<file path="src/rtl/cmp_bank_pkg.sv">
// Shared constants, field layouts and state types for the comparator register bank.
// Assumes one 100 MHz clock and an APB master with 32-bit data.
package cmp_bank_pkg;

    localparam int CMP_COUNT = 3;
    localparam int APB_ADDR_W = 8;

    // Register byte offsets
    localparam logic [7:0] OFS_MODULE_STATUS = 8'h00;
    localparam logic [7:0] OFS_VREF_CONTROL = 8'h04;
    localparam logic [7:0] OFS_EVENT_CONTROL = 8'h08;
    localparam logic [7:0] OFS_IRQ_STATUS = 8'h0C;
    localparam logic [7:0] OFS_IRQ_CLEAR = 8'h10;
    localparam logic [7:0] OFS_IRQ_ENABLE = 8'h14;

    // Module status fields
    localparam int POS_HALT_IDLE = 15;
    localparam int POS_EVENT_MIRROR = 8;
    localparam int POS_OUTPUT_MIRROR = 0;

    // Reference control fields
    localparam int POS_REF_PIN_SRC = 10;
    localparam int POS_BANDGAP_SEL = 8;
    localparam int POS_REF_POWER = 7;
    localparam int POS_REF_PIN_OE = 6;
    localparam int POS_REF_RANGE = 5;
    localparam int POS_REF_SUPPLY = 4;
    localparam int POS_REF_LEVEL = 0;
    localparam int REF_CTRL_W = 11;

    // Event control fields: polarity pairs low, write-one-to-clear flags high
    localparam int POS_EVENT_POLARITY = 0;
    localparam int POS_EVENT_FLAG = 8;

    // Reset values
    localparam logic [15:0] RST_MODULE_STATUS = 16'h0000;
    localparam logic [15:0] RST_VREF_CONTROL = 16'h0000;
    localparam logic [15:0] RST_EVENT_CONTROL = 16'h0000;
    localparam logic [2:0] RST_IRQ_ENABLE = 3'h0;

    // Reference tap in units of 1/96 of the source span
    localparam logic [6:0] TAP_FINE_STEP = 7'h04;
    localparam logic [6:0] TAP_COARSE_BASE = 7'h18;
    localparam logic [6:0] TAP_COARSE_STEP = 7'h03;

    // Event polarity codes
    typedef enum logic [1:0] {
        POL_OFF = 2'h0,
        POL_RISE = 2'h1,
        POL_FALL = 2'h2,
        POL_ANY = 2'h3
    } event_polarity_t;

    typedef struct packed {
        logic ref_pin_source_select;
        logic [1:0] bandgap_source_select;
        logic ref_power_enable;
        logic ref_pin_output_enable;
        logic ref_range_select;
        logic ref_supply_select;
        logic [3:0] ref_level_value;
    } ref_ctrl_t;

    typedef struct packed {
        logic [APB_ADDR_W-1:0] paddr;
        logic psel;
        logic penable;
        logic pwrite;
        logic [31:0] pwdata;
        logic [3:0] pstrb;
    } apb_req_t;

    typedef struct packed {
        logic [31:0] prdata;
        logic pready;
        logic pslverr;
    } apb_rsp_t;

    typedef struct packed {
        logic prev_level;
        logic flag;
    } event_state_t;

    typedef struct packed {
        logic [6:0] tap;
    } tap_state_t;

    typedef struct packed {
        logic halt_idle;
        logic [2:0] out_mirror;
        ref_ctrl_t vref;
        logic [5:0] polarity;
        logic [2:0] irq_status;
        logic [2:0] irq_enable;
        logic [31:0] rdata;
        logic armed;
    } bank_state_t;

endpackage : cmp_bank_pkg

</file>
<file path="src/rtl/cmp_event_unit.sv">
// One comparator's sticky event flag with polarity-selected edge detection.
// Assumes the comparator level is already synchronous to clk.
`timescale 1ns/10ps
module cmp_event_unit
    import cmp_bank_pkg::*;
(
    input wire logic clk,
    input wire logic rstn,
    input wire logic ce,
    input wire logic run,
    input wire logic [1:0] polarity,
    input wire logic level,
    input wire logic clear,
    output logic trigger,
    output logic flag
);
    event_state_t state_reg;
    event_state_t state_next;
    logic edge_hit;

    always_comb
    begin
        unique case (event_polarity_t'(polarity))
            POL_RISE: edge_hit = level & ~state_reg.prev_level;
            POL_FALL: edge_hit = ~level & state_reg.prev_level;
            POL_ANY: edge_hit = level ^ state_reg.prev_level;
            POL_OFF: edge_hit = 1'b0;
        endcase
        // Once set, further triggers stay blocked until software clears it
        trigger = run & ~state_reg.flag & edge_hit;
        state_next = state_reg;
        state_next.prev_level = level;
        // A trigger in the clearing cycle wins over the clear
        state_next.flag = trigger | (state_reg.flag & ~clear);
    end

    always_ff @(posedge clk)
    begin
        if (!rstn)
            state_reg <= '0;
        else if (ce)
            state_reg <= state_next;
    end

    assign flag = state_reg.flag;

endmodule : cmp_event_unit

</file>
<file path="src/rtl/cmp_status_bank.sv">
// APB register bank for three comparators and their programmable reference.
// Assumes comparator levels and idle_mode are synchronous to clk.
`timescale 1ns/10ps
module cmp_status_bank
    import cmp_bank_pkg::*;
// Behaviour
// - With the halt bit set, all comparators stop while the device is idle.
// - Status bits 10..8 mirror the event flags of comparators 3..1.
// - Status bits 2..0 mirror the output levels of comparators 3..1.
// - Status bits 14..11 and 7..3 always read zero.
// - Mirror bits ignore status writes, change by hardware or event-flag clears, and are zero after reset.
// - The reference offers two ranges of sixteen levels each.
// - Reference control bit 5 selects the range.
// - Reference control bit 4 selects supply rails or external reference pins.
// - An event flag sets on its polarity-selected edge and blocks until cleared.
// - Range one spans 0 to 0.625 in 1/24 steps, range zero 0.25 to 0.719 in 1/32.
// - The power bit switches the reference circuit on and off.
#(
    parameter int NUM_CMP = CMP_COUNT
)
(
    input wire logic clk,
    input wire logic rstn,
    input wire logic ce,
    input apb_req_t apb_req,
    output apb_rsp_t apb_rsp,
    input wire logic [2:0] cmp_level,
    input wire logic idle_mode,
    output logic cmp_halt,
    output logic [2:0] cmp_event_flag,
    output ref_ctrl_t ref_ctrl,
    output logic [6:0] ref_tap,
    output logic irq
);

    if (NUM_CMP < 1 || NUM_CMP > CMP_COUNT)
    begin : g_bad_count
        $error("NUM_CMP must lie between 1 and 3");
    end

    bank_state_t state_reg;
    bank_state_t state_next;
    logic [2:0] trig;
    logic [2:0] evt_clear;
    logic [2:0] cmp_present;
    logic halted;
    logic setup;
    logic access;
    logic wr_status;
    logic wr_vref;
    logic wr_event;
    logic wr_clear;
    logic wr_enable;
    logic [15:0] st_merged;
    logic [15:0] vref_merged;
    logic [15:0] pol_merged;

    // Word-aligned offset match for the decoder and error path
    function automatic logic hit(input logic [7:0] addr, input logic [7:0] ofs);
        hit = (addr == ofs);
    endfunction : hit

    function automatic logic mapped(input logic [7:0] addr);
        mapped = hit(addr, OFS_MODULE_STATUS) | hit(addr, OFS_VREF_CONTROL)
            | hit(addr, OFS_EVENT_CONTROL) | hit(addr, OFS_IRQ_STATUS)
            | hit(addr, OFS_IRQ_CLEAR) | hit(addr, OFS_IRQ_ENABLE);
    endfunction : mapped

    // Byte-lane merge of a 16-bit register
    function automatic logic [15:0] merge(
        input logic [15:0] old,
        input logic [31:0] wdata,
        input logic [3:0] strb
    );
        merge = old;
        if (strb[0])
            merge[7:0] = wdata[7:0];
        if (strb[1])
            merge[15:8] = wdata[15:8];
    endfunction : merge

    function automatic logic [15:0] status_word(input bank_state_t s, input logic [2:0] f);
        status_word = 16'h0000;
        status_word[POS_HALT_IDLE] = s.halt_idle;
        status_word[POS_EVENT_MIRROR +: 3] = f;
        status_word[POS_OUTPUT_MIRROR +: 3] = s.out_mirror;
    endfunction : status_word

    // Comparators beyond NUM_CMP stay inert
    always_comb
    begin
        for (int i = 0; i < CMP_COUNT; i++)
        begin
            cmp_present[i] = (i < NUM_CMP);
        end
    end

    assign halted = state_reg.halt_idle & idle_mode;
    assign setup = apb_req.psel & ~apb_req.penable;
    assign access = apb_req.psel & apb_req.penable & state_reg.armed & ce;

    // Per-register write strobes, valid only in the committing access cycle
    assign wr_status = access & apb_req.pwrite & hit(apb_req.paddr, OFS_MODULE_STATUS);
    assign wr_vref = access & apb_req.pwrite & hit(apb_req.paddr, OFS_VREF_CONTROL);
    assign wr_event = access & apb_req.pwrite & hit(apb_req.paddr, OFS_EVENT_CONTROL);
    assign wr_clear = access & apb_req.pwrite & hit(apb_req.paddr, OFS_IRQ_CLEAR);
    assign wr_enable = access & apb_req.pwrite & hit(apb_req.paddr, OFS_IRQ_ENABLE);

    // Merged images live outside the process, since a function result cannot be sliced
    assign st_merged = merge(status_word(state_reg, cmp_event_flag), apb_req.pwdata,
        apb_req.pstrb);
    assign vref_merged = merge({5'h00, state_reg.vref}, apb_req.pwdata, apb_req.pstrb);
    assign pol_merged = merge({10'h000, state_reg.polarity}, apb_req.pwdata, apb_req.pstrb);

    always_comb
    begin
        evt_clear = 3'h0;
        if (access && apb_req.pwrite && hit(apb_req.paddr, OFS_EVENT_CONTROL)
            && apb_req.pstrb[1])
        begin
            evt_clear = apb_req.pwdata[POS_EVENT_FLAG +: 3];
        end
    end

    for (genvar g = 0; g < CMP_COUNT; g++)
    begin : g_evt
        cmp_event_unit u_evt (
            .clk(clk),
            .rstn(rstn),
            .ce(ce),
            .run(cmp_present[g] & ~halted),
            .polarity(state_reg.polarity[2*g +: 2]),
            .level(cmp_level[g]),
            .clear(evt_clear[g]),
            .trigger(trig[g]),
            .flag(cmp_event_flag[g])
        );
    end

    vref_tap_decoder u_tap (
        .clk(clk),
        .rstn(rstn),
        .ce(ce),
        .ctrl(state_reg.vref),
        .tap(ref_tap)
    );

    always_comb
    begin
        state_next = state_reg;

        // Live output mirror freezes while the comparators are halted
        if (!halted)
            state_next.out_mirror = cmp_level & cmp_present;

        // Sticky interrupt causes; a new event beats a same-cycle clear
        state_next.irq_status = state_reg.irq_status | trig;

        // Read data is latched in the setup cycle so prdata comes from a flop
        if (setup)
        begin
            state_next.armed = 1'b1;
            state_next.rdata = 32'h0000_0000;
            if (hit(apb_req.paddr, OFS_MODULE_STATUS))
            begin
                state_next.rdata[15:0] = status_word(state_reg, cmp_event_flag);
            end
            else if (hit(apb_req.paddr, OFS_VREF_CONTROL))
            begin
                state_next.rdata[REF_CTRL_W-1:0] = state_reg.vref;
            end
            else if (hit(apb_req.paddr, OFS_EVENT_CONTROL))
            begin
                state_next.rdata[POS_EVENT_POLARITY +: 6] = state_reg.polarity;
                state_next.rdata[POS_EVENT_FLAG +: 3] = cmp_event_flag;
            end
            else if (hit(apb_req.paddr, OFS_IRQ_STATUS))
            begin
                state_next.rdata[2:0] = state_reg.irq_status;
            end
            else if (hit(apb_req.paddr, OFS_IRQ_ENABLE))
            begin
                state_next.rdata[2:0] = state_reg.irq_enable;
            end
        end

        if (access)
        begin
            state_next.armed = 1'b0;
        end

        if (wr_status)
        begin
            // Mirror bits ignore software; only the halt bit is kept
            state_next.halt_idle = st_merged[POS_HALT_IDLE];
        end

        if (wr_vref)
        begin
            // Range bit 5, supply bit 4, level bits 3..0
            state_next.vref = ref_ctrl_t'(vref_merged[REF_CTRL_W-1:0]);
        end

        if (wr_event)
        begin
            state_next.polarity = pol_merged[5:0];
        end

        if (wr_clear && apb_req.pstrb[0])
        begin
            state_next.irq_status = (state_reg.irq_status & ~apb_req.pwdata[2:0]) | trig;
        end

        if (wr_enable && apb_req.pstrb[0])
        begin
            state_next.irq_enable = apb_req.pwdata[2:0];
        end
    end

    always_ff @(posedge clk)
    begin
        if (!rstn)
        begin
            state_reg <= '0;
            state_reg.vref <= ref_ctrl_t'(RST_VREF_CONTROL[REF_CTRL_W-1:0]);
            state_reg.halt_idle <= RST_MODULE_STATUS[POS_HALT_IDLE];
            state_reg.polarity <= RST_EVENT_CONTROL[5:0];
            state_reg.irq_enable <= RST_IRQ_ENABLE;
        end
        else if (ce)
        begin
            state_reg <= state_next;
        end
    end

    // Zero-wait answer once the setup cycle has been seen with ce high
    always_comb
    begin
        apb_rsp.prdata = state_reg.rdata;
        apb_rsp.pready = access;
        apb_rsp.pslverr = access & ~mapped(apb_req.paddr);
    end

    assign cmp_halt = halted;
    assign ref_ctrl = state_reg.vref;
    assign irq = |(state_reg.irq_status & state_reg.irq_enable);

endmodule : cmp_status_bank

</file>
<file path="src/rtl/vref_tap_decoder.sv">
// Turns range and level settings into a registered reference tap in 1/96 units.
// Assumes the analog ladder resolves the tap against the selected supply.
`timescale 1ns/10ps
module vref_tap_decoder
    import cmp_bank_pkg::*;
(
    input wire logic clk,
    input wire logic rstn,
    input wire logic ce,
    input ref_ctrl_t ctrl,
    output logic [6:0] tap
);
    tap_state_t state_reg;
    tap_state_t state_next;
    logic [6:0] lvl;

    always_comb
    begin
        lvl = {3'h0, ctrl.ref_level_value};
        state_next = state_reg;
        if (!ctrl.ref_power_enable)
            state_next.tap = 7'h00;
        else if (ctrl.ref_range_select)
            state_next.tap = 7'(lvl * TAP_FINE_STEP);
        else
            state_next.tap = 7'(TAP_COARSE_BASE + lvl * TAP_COARSE_STEP);
    end

    always_ff @(posedge clk)
    begin
        if (!rstn)
            state_reg <= '0;
        else if (ce)
            state_reg <= state_next;
    end

    assign tap = state_reg.tap;

endmodule : vref_tap_decoder

</file>
<file path="config.mk">
export PLATFORM = sky130hd
export DESIGN_NAME = cmp_status_bank
export DESIGN_NICKNAME = d
export VERILOG_FILES = /design/src/rtl/cmp_bank_pkg.sv /design/src/rtl/cmp_event_unit.sv /design/src/rtl/cmp_status_bank.sv /design/src/rtl/vref_tap_decoder.sv
export SDC_FILE = /design/constraint.sdc
export NUM_CORES = 1
export LEC_CHECK = 0
export BUFFER_PORTS_ARGS = -buffer_cell sky130_fd_sc_hd__buf_2
export CAP_MARGIN = 0
export CELL_PAD_IN_SITES_DETAIL_PLACEMENT = 1
export CELL_PAD_IN_SITES_GLOBAL_PLACEMENT = 1
export CORE_AREA = 2 2 96 98
export DETAILED_ROUTE_END_ITERATION = 8
export DIE_AREA = 0 0 98 100
export MAX_ROUTING_LAYER = met4
export PLACE_DENSITY_LB_ADDON = 0.1
export SLEW_MARGIN = 20
export SYNTH_ARGS = -nofsm -noshare
export SYNTH_HDL_FRONTEND = slang
export SYNTH_SLANG_ARGS = --single-unit
</file>
<file path="constraint.sdc">
create_clock -name clk -period 2.8 [get_ports clk]
set_input_delay 0.42 -clock clk [delete_from_list [all_inputs] [get_ports clk]]
set_output_delay 0.42 -clock clk [all_outputs]
set_load 0.01 [all_outputs]
</file>
## Word level (Yosys, flattened, before mapping)

Cells that the tools add are included.

| word-level totals | value |
|---|---|
| output and inout bits | 57 |
| register bits | 57 |
| input bits | 54 |
| logic and storage cells | 133 |

| operators by class | value |
|---|---|
| bitwise operators | 58 |
| muxes and demuxes | 19 |
| reductions and logical operators | 19 |
| equal/unequal tests | 14 |
| add/sub/neg operators | 1 |
| multipliers | 1 |

Operators with widths:

| operator | count |
|---|---|
| 1-bit bitwise AND | 27 |
| 3-bit 2-to-1 mux | 8 |
| 8-bit by 4-bit equality test with 1-bit output, second input constant | 2 |
| 8-bit by 5-bit equality test with 1-bit output, second input constant | 2 |
| 1-bit NOT | 15 |
| 7-bit 2-to-1 mux | 2 |
| 2-bit equality test, second input constant | 6 |
| 1-bit one-hot mux with 4 select lines | 3 |
| 3-bit AND reduction | 4 |
| 11-bit 2-to-1 mux | 1 |
| 8-bit by 3-bit equality test with 1-bit output, second input constant | 1 |
| 8-bit logical NOT | 1 |
| 1-bit OR | 8 |
| 2-bit AND reduction | 4 |
| 5-bit by 6-bit adder with 7-bit output, first input constant | 1 |
| 3-bit bitwise AND | 2 |
| 2-bit by 1-bit equality test with 1-bit output, second input constant | 3 |
| 2-bit logical NOT | 3 |
| 4-bit by 2-bit multiplier with 6-bit output, second input constant | 1 |
| 6-bit 2-to-1 mux | 1 |
| 3-bit OR | 2 |
| 1-bit logical AND | 5 |
| 5-bit 2-to-1 mux | 1 |
| 3-bit NOT | 1 |
| other kinds (5) | 8 |

## Logic depth before layout (Yosys ltp)

| depth | value |
|---|---|
| depth after elaboration | 10 |
| mapped depth | 8 |
| gate-level depth less buffers | 7 |

## Hierarchy

Synthesis repeated with hierarchy kept, for this count alone.

| unflattened totals | value |
|---|---|
| cell total of the unflattened synthesis | 377 |
| area total of the unflattened synthesis | 3,196.8 um^2 |

Modules (own cells, without submodules):

| module | area each (um^2) | sequential area each (um^2) | cells an instance | times used |
|---|---|---|---|---|
| cmp_status_bank | 2,230.9 | 800.8 | 269 | 1 |
| vref_tap_decoder | 500.5 | 140.1 | 54 | 1 |
| cmp_event_unit | 155.1 | 40.0 | 18 | 3 |

## Worst setup path before layout

Ideal clock, no wire load.

| path | value |
|---|---|
| kind | reg-to-reg |
| start point | reg state_reg (netlist bit ref_ctrl[2]) |
| end point | reg u_tap.state_reg (netlist bit u_tap.tap[5]) |
| library setup time | 87 ps |
| required time | 2,713 ps |
| buffers on the path | 0 |
| path slack | 782 ps |
| clock period less this slack | 2,018 ps |
| stages on the path, launching flop included | 8 |
| data arrival time | 1,931 ps |
| cell sequence | dfxtp_1 > ha_1 > inv_1 > fa_1 > or3b_2 > a21oi_1 > xnor2_1 > o31ai_1 |

| on the way | value |
|---|---|
| longest elaborated chain between the ends | 4 |

Ends and longest elaborated chain:

| element | line | RTL |
|---|---|---|
| start, declared | cmp_status_bank.sv:41 | `bank_state_t state_reg;` |
| start signal, assigned | cmp_status_bank.sv:232 | `state_reg <= state_next;` |
| 4-bit by 2-bit multiplier with 6-bit output | vref_tap_decoder.sv:26 | `state_next.tap = 7'(TAP_COARSE_BASE + lvl * TAP_COARSE_STEP);` |
| 5-bit by 6-bit adder with 7-bit output | vref_tap_decoder.sv:26 |  |
| 7-bit 2-to-1 mux | vref_tap_decoder.sv:23 | `else if (ctrl.ref_range_select)` |
| 7-bit 2-to-1 mux | vref_tap_decoder.sv:21 | `if (!ctrl.ref_power_enable)` |
| end signal, assigned | vref_tap_decoder.sv:34 | `state_reg <= state_next;` |
| end, declared | vref_tap_decoder.sv:13 | `tap_state_t state_reg;` |

Every way passes these cells.
A chain may end at the register's enable or synchronous reset.

## Final worst setup path

Same ends and word-level chain as after synthesis.

==> metrics.txt <==
status=finished, final reports clean; hold_sp=apb_req[10]; Slew Viols, Final=0; Fin. Hold Viols=0; worst r2r src=ref_ctrl[2]; Hold Path Stages=3; Worst Tran Pin Value=0.6859 ns; relative slew slack=0.5389; Crit-path slowest cell=dfxtp_1; gpl congestion=0.7895; min cycle time layout=2.248 ns; CTS tree=built; first-pass GRT wire length=14260 µm; FF-to-FF setup slack=0.55 ns; initial antenna violation count=0; Final WS setup=0.5519 ns; Pwr Density=402.9 nW/µm²; Die Wd=98 µm; vias per cell=5.150; setup violators final=0; Max VDD drop=0.1715 mV; Final nets=482; Async S/R FF share, synth=0; mean post-synth cell area=8.130 µm²; # diodes=0; Finished Cell Area=3354 µm²; Static Leak=0.001395 µW; setup_tns=0 ns; drt wl/cell=16.82 µm; antenna-violating nets left=0; Die Y=100 µm; crit path DAT=2.49 ns; total number of vias=2714; Worst path max stage delay=0.49 ns; DRT Wirelength=8862 µm; Layout Skew=0.007742 ns; core area=8890 µm²; clk sink count=53; hold crit path type=in -> reg; GRT Overall Usage=0.1876; Fillers=1122; critical path class=reg -> reg; DR iter-0 viols=74; # port buffers=68; floorplan row count=35; Synth-to-Final Area Change=8.587%; Fmax achieved=0.4448 GHz; number of max-cap violations=0; Tcrit/Tclk final=0.8029; Largest register FFs=17; RSZ-0062 raised after global routing=false; Cell Area, Synth=3089 µm²; Initial Util=0.3475; Yosys cell types=51; placed cell area=3261 µm²; share of cells above drive strength 1=0.2428; full die area=9800 µm²; register area share after synthesis=0.3435; worst-path cell chain=ha_1 -> inv_1 -> fa_1 -> or3b_2 -> a21oi_1 -> xnor2_1 -> o31ai_1; worst skew pair latency=0.32 ns; grt total ovfl=0; hpwl dp=6668 µm; DR pass1 iterations=4; crit path launch type=flop; clk slew on worst S/H paths=0.11 ns; CP Capture Type=flop; Primary FF master, synth=dfxtp_1; largest net degree at the start of global routing=53; clock root buffer=clkbuf_8; EDFF count, synth=0; worst hold path endpoint=ref_ctrl[6]; CTS Hold Buffers Added=0; H-tree Lvls=2; Worst Path Required=3.04 ns; postcts setup bufs=0; CTS Buffer Depth=2; Reg2Reg Depth=7; Critical R2R Capture=u_tap.tap[5]; CTS Buf Count=5; commonest non-fill, non-tap cells in the layout=buf_2 (68), dfxtp_1 (53), nand3_1 (43), a21oi_1 (43), o21ai_0 (26); Mapped Cells=380; register bit total from synthesis=53; Buf/Inv on CP=1; CP max FO=8; pre-CTS setup slack=0.5561 ns; vias in the first global route=2613; CP top delay family=adder cells; YS warnings=0; io pins=111; # DRC=0; most common cell after layout, fill and taps aside=buf_2; post_cts resized=0
[logic make-up (layout without fill, tap and decap cells)]
| group | count (synthesis) | after routing | share of synthesized area |
|---|---|---|---|
| flip-flops | 53 | 53 | 0.3435 |
| XOR/XNOR | 2 | 2 | 0.005671 |
| adder cells (fa/ha/maj) | 13 | 13 | 0.05751 |
| AND/OR/NAND/NOR | 119 | 119 | 0.2114 |
| multiplexers | 10 | 10 | 0.03321 |
| buffers and inverters | 89 | 106 | 0.1737 |
| AO/OA/AOI/OAI | 93 | 93 | 0.1738 |
| other | 1 | 20 | 0.001214 |
[layer usage]
metal / global-route usage / share of wire
met5: - / 0
met4: 0.03846 / 0.012
met3: 0.02925 / 0.044
met2: 0.2914 / 0.45
met1: 0.2609 / 0.50
[through the flow]
stage	instances	hold slack (ns)	total power [µW]	utilization
3_5_place_dp	519	0.4446	903.0	0.3668
2_1_floorplan	399	0.4323	866.0	-
4_1_cts	527	0.3443	1375	0.3773
3_3_place_gp	519	0.4393	901.6	0.3668
5_1_grt	527	0.3337	1418	0.3773
6_report	527	0.3481	1352	0.3773
[where the power goes]
group | internal [µW] | total (µW) | switching (µW) | leakage (µW)
logic | 39.6 | 121 | 81.5 | 0.000922
registers | 760 | 764 | 3.93 | 0.000428
clock network | 182 | 467 | 285 | 0.0000447
total | 981 | 1350 | 371 | 0.00139
[worst max path at each step]
stage | startpoint | to | slack (ns) | cells past startpoint
CTS | ref_ctrl[2] | u_tap.tap[5] | 0.54 | 7
global route | ref_ctrl[2] | u_tap.tap[5] | 0.36 | 7
finish | ref_ctrl[2] | u_tap.tap[5] | 0.55 | 7
global placement | ref_ctrl[2] | u_tap.tap[5] | 0.56 | 7
floorplan | ref_ctrl[2] | u_tap.tap[5] | 0.78 | 7
detailed placement | ref_ctrl[2] | u_tap.tap[5] | 0.56 | 7
[worst register-to-register path, stage by stage (launching register included)]
cell and delay [ns]:
dfxtp_1 0.49, ha_1 0.25, inv_1 0.07, fa_1 0.41, or3b_2 0.44, a21oi_1 0.22
xnor2_1 0.10, o31ai_1 0.19
[Yosys cell counts (all sizes together), types with 2 or more instances]
cell	count	area, µm²
nand3	43	215.2
a31o	3	26.28
clkbuf	16	61.30
and2	4	25.03
o21ai	26	130.1
dfxtp	53	1061
nor3b	2	31.28
o31ai	2	15.01
buf	55	407.9
mux2	2	22.52
inv	17	63.81
mux2i	8	80.08
nand3b	3	22.52
or4	4	33.78
nand2	25	93.84
a221o	2	20.02
and3	5	31.28
nor3	3	20.02
nor2b	2	12.51
fa	2	40.04
a211oi	2	15.01
a21oi	43	215.2
nand2b	6	37.54
ha	11	137.6
nor4b	2	23.77
nand4b	2	17.52
nor2	14	52.55
o41ai	3	26.28
a31oi	4	25.02
o22ai	3	18.77
[cell type report]
| class | instances | area (µm²) | share of cell area |
|---|---|---|---|
| Clock buffer | 5 | 68.82 | 0.02051 |
| Tap cell | 111 | 138.9 | 0.04140 |
| Multi-Input combinational cell | 257 | 1563 | 0.4659 |
| Inverter | 18 | 67.56 | 0.02014 |
| Timing Repair Buffer | 80 | 430.4 | 0.1283 |
| Clock inverter | 3 | 25.02 | 0.007460 |
| Sequential cell | 53 | 1061 | 0.3163 |
(Power assumes the default switching activity.)
